[src/inc/rx_modem_pkg.sv]
// Register map, field layout and carrier types of the receive modem configuration bank
package rx_modem_pkg;

  // Register offsets on the serial register port
  localparam logic [6:0] FILTER_BW_ADDR    = 7'h1C;
  localparam logic [6:0] OSR_LOW_ADDR      = 7'h20;
  localparam logic [6:0] OFFS_HIGH_ADDR    = 7'h21;
  localparam logic [6:0] OFFS_MID_ADDR     = 7'h22;
  localparam logic [6:0] OFFS_LOW_ADDR     = 7'h23;
  localparam logic [6:0] GAIN_HIGH_ADDR    = 7'h24;
  localparam logic [6:0] GAIN_LOW_ADDR     = 7'h25;
  localparam logic [6:0] RATE_HIGH_ADDR    = 7'h6E;
  localparam logic [6:0] RATE_LOW_ADDR     = 7'h6F;
  localparam logic [6:0] MOD_CTRL_ONE_ADDR = 7'h70;
  localparam logic [6:0] MOD_CTRL_TWO_ADDR = 7'h71;

  // Storage slot of each register
  localparam int unsigned NUM_REGS      = 11;
  localparam logic [3:0]  IDX_FILTER    = 4'h0;
  localparam logic [3:0]  IDX_OSR_LOW   = 4'h1;
  localparam logic [3:0]  IDX_OFFS_HIGH = 4'h2;
  localparam logic [3:0]  IDX_OFFS_MID  = 4'h3;
  localparam logic [3:0]  IDX_OFFS_LOW  = 4'h4;
  localparam logic [3:0]  IDX_GAIN_HIGH = 4'h5;
  localparam logic [3:0]  IDX_GAIN_LOW  = 4'h6;
  localparam logic [3:0]  IDX_RATE_HIGH = 4'h7;
  localparam logic [3:0]  IDX_RATE_LOW  = 4'h8;
  localparam logic [3:0]  IDX_MOD_ONE   = 4'h9;
  localparam logic [3:0]  IDX_MOD_TWO   = 4'hA;

  // Field positions
  localparam int unsigned SKIP_BIT     = 7;
  localparam int unsigned EXP_MSB      = 6;
  localparam int unsigned EXP_LSB      = 4;
  localparam int unsigned SET_MSB      = 3;
  localparam int unsigned SET_LSB      = 0;
  localparam int unsigned OSR_HI_MSB   = 7;
  localparam int unsigned OSR_HI_LSB   = 5;
  localparam int unsigned NCO_HI_MSB   = 3;
  localparam int unsigned NCO_HI_LSB   = 0;
  localparam int unsigned GAIN_HI_MSB  = 2;
  localparam int unsigned GAIN_HI_LSB  = 0;
  localparam int unsigned SCALE_BIT    = 5;
  localparam int unsigned MANCH_BIT    = 1;
  localparam int unsigned MODTYP_MSB   = 1;
  localparam int unsigned MODTYP_LSB   = 0;
  localparam logic [1:0]  MODTYP_OOK   = 2'h1;

  // Values after reset
  localparam logic [7:0]  REG_RESET    = 8'h00;
  localparam logic [7:0]  RDATA_RESET  = 8'h00;

  // One decoded access of the serial register port
  typedef struct packed {
    logic [6:0] addr;
    logic [7:0] wdata;
    logic       we;
    logic       re;
  } reg_req_t;

  // Settings presented to the demodulator and clock recovery
  typedef struct packed {
    logic        divide_by_three_skip;
    logic [2:0]  decim_exp;
    logic [3:0]  filter_set;
    logic [10:0] osr;
    logic [19:0] nco_offset;
    logic [10:0] loop_gain;
    logic [15:0] rate_word;
    logic        rate_scale;
    logic        manchester;
    logic        ook_mode;
    logic [16:0] eff_rate;
  } modem_cfg_t;

endpackage : rx_modem_pkg

[src/rtl/rx_modem_parameter_config.sv]
// Configuration register bank of the receive modem with atomic multi-byte fields
`timescale 1ns/10ps

// How it works
// RQ1 - Filter register: exponent, skip flag, filter set
// RQ2 - Host picks nearest wider filter bandwidth
// RQ3 - FSK demodulation covers index 0.5 to 32
// RQ4 - Manchester bit doubles every rate calculation
// RQ5 - Host estimates modulation bandwidth from index
// RQ6 - With AFC, filter from bandwidth or error
// RQ7 - Without AFC, add twice the frequency error
// RQ8 - Modulation type OOK code selects OOK
// RQ9 - Rate word from 6Eh high, 6Fh low
// RQ10 - Host sets rate scale below 30 kbps
// RQ11 - Register 1Ch sets filter in all modes
// RQ12 - Host picks OOK decimation from effective rate
// RQ13 - Oversampling ratio from 20h and 21h
// RQ14 - Host computes oversampling ratio by formula
// RQ15 - NCO offset spans 21h, 22h, 23h
// RQ16 - Loop gain spans 24h and 25h
// RQ17 - 21h: ratio top bits, offset low nibble
// RQ18 - Field takes effect on its final byte
module rx_modem_parameter_config (
  input  wire logic                    mclk_i,
  input  wire logic                    rst_b_i,
  input  wire rx_modem_pkg::reg_req_t  req_i,
  output logic [7:0]                   rdata_o,
  output rx_modem_pkg::modem_cfg_t     cfg_o,
  output logic                         fsk_mode_o
);
  import rx_modem_pkg::*;

  typedef struct packed {
    logic [NUM_REGS-1:0][7:0] raw;
    modem_cfg_t               cfg;
    logic [7:0]               rdata;
  } state_t;

  state_t st_q;
  state_t st_d;

  // Address decode shared by write and read paths
  function automatic logic [4:0] decode_addr(input logic [6:0] a);
    logic [4:0] r;
    r = 5'h00;
    case (a)
      FILTER_BW_ADDR:    r = {1'b1, IDX_FILTER};
      OSR_LOW_ADDR:      r = {1'b1, IDX_OSR_LOW};
      OFFS_HIGH_ADDR:    r = {1'b1, IDX_OFFS_HIGH};
      OFFS_MID_ADDR:     r = {1'b1, IDX_OFFS_MID};
      OFFS_LOW_ADDR:     r = {1'b1, IDX_OFFS_LOW};
      GAIN_HIGH_ADDR:    r = {1'b1, IDX_GAIN_HIGH};
      GAIN_LOW_ADDR:     r = {1'b1, IDX_GAIN_LOW};
      RATE_HIGH_ADDR:    r = {1'b1, IDX_RATE_HIGH};
      RATE_LOW_ADDR:     r = {1'b1, IDX_RATE_LOW};
      MOD_CTRL_ONE_ADDR: r = {1'b1, IDX_MOD_ONE};
      MOD_CTRL_TWO_ADDR: r = {1'b1, IDX_MOD_TWO};
      default:           r = 5'h00;
    endcase
    return r;
  endfunction : decode_addr

  logic [4:0] dec;
  logic       wr_hit;
  assign dec    = decode_addr(req_i.addr);
  assign wr_hit = req_i.we && dec[4];

  // Next state: byte store, field commit and read return
  always_comb begin
    st_d = st_q;
    if (wr_hit) begin
      st_d.raw[dec[3:0]] = req_i.wdata;
    end
    if (req_i.re) begin
      st_d.rdata = dec[4] ? st_q.raw[dec[3:0]] : 8'h00;
    end
    // Single-byte fields follow their register at once
    st_d.cfg.divide_by_three_skip = st_d.raw[IDX_FILTER][SKIP_BIT];        // RQ1
    st_d.cfg.decim_exp  = st_d.raw[IDX_FILTER][EXP_MSB:EXP_LSB];           // RQ1
    st_d.cfg.filter_set = st_d.raw[IDX_FILTER][SET_MSB:SET_LSB];           // RQ11
    st_d.cfg.rate_scale = st_d.raw[IDX_MOD_ONE][SCALE_BIT];
    st_d.cfg.manchester = st_d.raw[IDX_MOD_ONE][MANCH_BIT];                // RQ4
    st_d.cfg.ook_mode   = (st_d.raw[IDX_MOD_TWO][MODTYP_MSB:MODTYP_LSB]
                          == MODTYP_OOK);                                  // RQ8
    // Multi-byte fields move only on the final byte, so the modem
    // never runs on a half-written value
    if (wr_hit && dec[3:0] == IDX_OFFS_HIGH) begin
      st_d.cfg.osr = {req_i.wdata[OSR_HI_MSB:OSR_HI_LSB],
                      st_q.raw[IDX_OSR_LOW]};                              // RQ13 RQ17 RQ18
    end
    if (wr_hit && dec[3:0] == IDX_OFFS_LOW) begin
      st_d.cfg.nco_offset = {st_q.raw[IDX_OFFS_HIGH][NCO_HI_MSB:NCO_HI_LSB],
                             st_q.raw[IDX_OFFS_MID], req_i.wdata};         // RQ15 RQ17 RQ18
    end
    if (wr_hit && dec[3:0] == IDX_GAIN_LOW) begin
      st_d.cfg.loop_gain = {st_q.raw[IDX_GAIN_HIGH][GAIN_HI_MSB:GAIN_HI_LSB],
                            req_i.wdata};                                  // RQ16 RQ18
    end
    if (wr_hit && dec[3:0] == IDX_RATE_LOW) begin
      st_d.cfg.rate_word = {st_q.raw[IDX_RATE_HIGH], req_i.wdata};         // RQ9 RQ18
    end
    // Effective rate doubles under Manchester coding
    st_d.cfg.eff_rate = st_d.cfg.manchester ? {st_d.cfg.rate_word, 1'b0}
                                            : {1'b0, st_d.cfg.rate_word};  // RQ4
  end

  // State register
  always_ff @(posedge mclk_i or negedge rst_b_i) begin
    if (!rst_b_i) begin
      st_q <= '0;
    end else begin
      st_q <= st_d;
    end
  end

  assign rdata_o    = st_q.rdata;
  assign cfg_o      = st_q.cfg;
  // FSK path takes any index 0.5 to 32; no limit applied here
  assign fsk_mode_o = !st_q.cfg.ook_mode;                                  // RQ3
endmodule : rx_modem_parameter_config

[config.mk]
export PLATFORM = sky130hd
export DESIGN_NAME = rx_modem_parameter_config
export DESIGN_NICKNAME = d
export VERILOG_FILES = /design/src/inc/rx_modem_pkg.sv /design/src/rtl/rx_modem_parameter_config.sv
export SDC_FILE = /design/constraint.sdc
export NUM_CORES = 1
export LEC_CHECK = 0
export ABC_AREA = 0
export BUFFER_PORTS_ARGS = -buffer_cell sky130_fd_sc_hd__buf_4
export CAP_MARGIN = 0
export CORE_ASPECT_RATIO = 1.75
export CORE_MARGIN = 2
export CORE_UTILIZATION = 49
export DETAILED_ROUTE_END_ITERATION = 8
export PLACE_DENSITY = 0.8
export SYNTH_ARGS = -nofsm -noshare
export SYNTH_HDL_FRONTEND = slang
export SYNTH_SLANG_ARGS = --single-unit
[constraint.sdc]
create_clock -name mclk_i -period 1.4 [get_ports mclk_i]
set_input_delay 0.21 -clock mclk_i [delete_from_list [all_inputs] [get_ports mclk_i]]
set_output_delay 0.21 -clock mclk_i [all_outputs]
set_load 0.02 [all_outputs]
# Word-level counts from Yosys, hierarchy flattened
# Index checks and enable logic that the tools add are counted.
# word_totals
register_bits	182
latch_bits	0
ram_bits	0
rom_bits	0
inputBits	19
out_inout_bits	95
word_cells	60
memories	0
# op_classes
add_sub_neg	0
n_mul	0
div_mod_pow	0
order_cmp	2
n_eq_ne	16
shift	0
n_mux	10
bitwise_logic	0
n_reduce_logical	7
# ops
op	count
bitwise mux 88 bit	1
2-to-1 mux 82 bit	1
case mux 5 bit (11 select lines)	1
== test 7 x 6 -> 1 bit (second input constant)	6
binary-select mux 8 bit (select 4 bit)	1
demux 8 bit (select 4 bit)	1
== test 7 bit (second input constant)	4
2-to-1 mux 8 bit	3
2-to-1 mux 17 bit	1
2-to-1 mux 16 bit	1
== test 4 x 3 -> 1 bit (second input constant)	2
== test 7 x 5 -> 1 bit (second input constant)	1
logical AND 1 bit	6
< comparator 4 x 5 -> 1 bit (second input constant)	1
== test 4 x 2 -> 1 bit (second input constant)	1
== test 4 bit (second input constant)	1
greater-or-equal comparator 4 x 1 -> 1 bit (second input constant)	1
== test 2 x 1 -> 1 bit (second input constant)	1
logical NOT 1 bit	1

# Longest topological paths before layout
# depth
word_depth	9
mapped_depth	11
depth_no_buf	6

# Worst setup path after synthesis
# OpenSTA, ideal clock, no wires.
# synth_timing
path_type	input-to-reg
startpoint	input port req_i[16] in the netlist's numbering
endpoint	register st_q (netlist bit cfg_o[15])
setup_time_ns	0.079
t_arrival_ns	2.027
required_time_ns	1.321
path_slack_ns	-0.707
path_stages	8
path_buffers	2
cell_sequence	buf_2 > and3b_1 > o211ai_2 > nand2_1 > o2111ai_4 > mux2i_4 > buf_6 > mux2i_1
# synth_rtl
item	line_no	rtl
start: declaration	rx_modem_parameter_config.sv:26	input wire rx_modem_pkg::reg_req_t req_i,
end signal: assignment	rx_modem_parameter_config.sv:112	st_q <= st_d;
end: declaration	rx_modem_parameter_config.sv:39	state_t st_q;

==> results.md <==
Outcome:
- The flow ran to the end, but the final reports show violations.
- The final reports fail on setup timing.

Detailed routing:
- The DRC violation count after routing is 0.
- The starting DRC count in detailed routing is 376.
- The number of nets still failing antenna checks after routing is 0.
- The mean routed wirelength per cell is 24.5 um.
- The post-detailed-routing wire length is 24000 um.
- After detailed routing, the number of vias per cell comes to 5.81.
- The count of vias placed by the detailed router is 5686.
- The first detailed-routing pass ran for 4 iterations.

Synthesis:
- The dominant combinational cell family by area after synthesis is multiplexers.
- The synthesized instance count is 652.
- Of the total synthesized cell area, the portion taken by XOR and XNOR cells is 0%.
- The number of enable flip-flop cells after synthesis is 0.
- The average footprint of a synthesized cell is 11.9 sq um.
- Of all flip-flops after synthesis, the portion carrying an async set or reset was 100%.
- Synthesis produced a netlist with a net count of 671.
- After synthesis, the cell types taking the most area are dfrtp_1 49%, mux2_2 16%, buf_4 9.4%, mux2i_1 5.8%, nand2_1 2.3%.
- Yosys printed 0 warnings.
- The post-synthesis simple-gate area fraction is 8.40%.
- The netlist uses 61 different library cells.
- The largest area contributor in the netlist is dfrtp_1.
- The commonest cells after synthesis are 153 x dfrtp_1, 109 x mux2_2, 97 x buf_4.
- Among all flip-flop cells after synthesis, the most frequent one is dfrtp_1.
- Yosys instantiated no cell more often than dfrtp_1.
- The multiplexer share of the synthesized area is 21.9%.
- The proportion of netlist area held by the largest area contributor is 49.3%.
- The post-synth design cell area is 7760 sq um.
- Sequential cells were found to cover 49.3% of the synthesized design area.
- Summing the areas of all compound-gate instances in the mapped netlist gives 7.24% of the synthesized area.
- The share of synthesized cell area in full adder, half adder and majority cells is 0%.
- The register bit count reported by yosys is 153.

Hold path:
- The min-delay analysis places its worst path in the category input pin to register.

Timing:
- Timing would allow up to 0.596 GHz.
- The share of the clock period used by the worst path is 120%.
- The final sum of negative setup slack is -21.08 ns.
- Setup repair after global routing could not meet its margin everywhere.
- In the post-route analysis, the smallest setup slack over all paths is -0.277 ns.
- The final number of hold-violating endpoints was 0.
- The setup violation total in the final timing report is 138.
- The measured slew at the worst slew-check pin is 0.354 ns.
- After layout, the minimum clock period comes to 1.68 ns.
- The worst clock skew is 0.00791 ns.
- The final number of max-transition violations came to 0.
- The worst max-slew margin expressed relative to the limit is 76.2%.

Floorplan:
- The number of primary I/O pins is 114.
- Once the floorplan was initialized, standard cells occupied 50.2% of the core.
- The die covers 16900 sq um.
- The horizontal die dimension is 99.1 um.
- The region available for standard cell placement spans 15500 sq um.
- The die is 170 um tall.
- The floorplan row count is 60.

Placed design:
- After legalization and detailed placement, the total HPWL measured 15500 um.
- The congestion estimate from routability-driven global placement came to 0.922.
- The count of buffers added on input and output ports is 113.
- The post-placement worst setup slack is -0.762 ns.

Finish:
- After the last flow step, the layout net total stands at 799.
- The antenna diode instance count is 0.
- The proportion of layout cells with a drive suffix above 1 is 57.6%.
- The relative area change from synthesis to final layout is 38.8%.

Clock network:
- The clock transition at the registers of the reported paths is 0.06 ns.
- The total clock buffers created by CTS is 17.
- The tree is rooted in a clkbuf_16.
- The clock net in this run drives a total of 153 sinks.
- The H-tree generated during clock tree synthesis spans 4 levels.
- The clock tree from TritonCTS is done.
- The buffer depth of the longest clock path is 2.
- The clock latency reported for the late side of the worst-skew pair is 0.42 ns.

Global route:
- The total routing resource utilization after global routing is 28.1%.
- Entering global routing, the biggest net connects 54 pins.
- The first global-routing pass estimated 35500 um of wire.
- The initial antenna violation count was 0.
- The remaining global-route overflow is 0.
- The via count of the first global-routing pass is 6067.

Critical path:
- The critical path arrival is 2.01 ns.
- STA puts the critical path data required time at 1.73 ns.
- Of all nets on the critical path, the largest fanout is 5.
- The critical path in this run is classified as input pin to register.
- The critical path endpoint category is a register.
- STA classifies the critical path startpoint as an input pin.

Power:
- The total power density per cell area is 1190 nW/um^2.
- Summed over all cells, the static leakage comes to 5.48 nW.
- VDD sags by at most 1.05 mV.

Job:
- The count of maximum capacitance violations is 0.
kinds of logic (layout without fill, tap and decap cells):
family / after synthesis / after routing
and+or+nand+nor: 121 / 121
muxes: 155 / 155
DFF: 153 / 153
buffers and inverters: 153 / 294
AOI/OAI and AO/OA: 70 / 70
per-stage QoR:
stage	area [sq um]	utilization (%)	hold WS [ns]	power [mW]	cells
2_1_floorplan	8100	-	-0.0856	7.06	652
3_3_place_gp	8950	57.9	0.0901	7.70	909
3_5_place_dp	8950	57.9	0.0917	7.80	909
4_1_cts	10500	67.8	0.117	12.7	974
5_1_grt	10800	69.7	0.118	13.2	979
6_report	10800	69.7	0.134	12.8	979
state kept, by name (all words and copies together), names as in the netlist:
name and cells:
rdata_o 8, cfg_o 65, st_q 80
worst max-delay path, cell delays in order:
cell and delay, ns:
buf_12 0.11, and4bb_2 0.26, a22oi_2 0.26, nand2_2 0.11
buf_8 0.14, o2111ai_4 0.09, mux2i_4 0.31, buf_6 0.16
buf_12 0.13, mux2i_1 0.23
report_power, final:
part | internal [mW] | total, mW | switching, mW
clock | 2.73 | 4.68 | 1.95
combinational | 1.38 | 2.70 | 1.32
sequential | 4.94 | 5.43 | 0.487
total | 9.05 | 12.8 | 3.76
layout by cell type (no fill, tap or decap), drive strengths merged, types with 3 or more instances in the layout:
cell type	n
buf	237
dfrtp	153
mux2	109
nand2	49
mux2i	46
inv	28
o21ai	22
clkbuf	21
nor2	18
nand3	15
o21a	8
and3	7
nand2b	6
nor2b	6
o221ai	4
a41o	4
a32oi	4
nor3	4
o41ai	3
a21oi	3
o221a	3
layer usage:
metal	up-vias	global-route usage [%]	routed length (um)
met5	-	0	0
met4	0	14.2	1120
met3	70	4.89	1070
met2	245	49.5	12900
met1	2926	32.4	8880
li1	2445	-	-
cell type report:
cell class                 count  area [sq um]
fill                        1009          4690
tap                          186           233
timing repair buffer         241          2420
clock buffer                  19           443
sequential                   153          3830
multi-input combinational    346          3610
clock inverter                13           158
inverter                      21          78.8
final timing paths:
check                               start        end  slack (ns)  depth (start not counted)
worst max-delay path            req_i[15]   cfg_o[5]       -0.28                         10
min in group asynchronous         rst_b_i  cfg_o[13]        0.22                          2
worst min-delay path             req_i[9]  st_q[165]        0.13                          3
worst max register to register  st_q[167]   cfg_o[5]        0.12                          4
worst min register to register  st_q[165]  st_q[165]        0.49                          2
max in group asynchronous         rst_b_i  st_q[102]        0.60                          3
what timing repair did:
item	4_1_cts	5_1_grt
pin swaps	33	25
setup endpoints to repair	145	134
cloned	10	2
endpoints found under the hold margin	81	0
buffers inserted	25	8
hold buffers	1	0
resized for setup	123	53
Power figures use the tool's default switching activity.
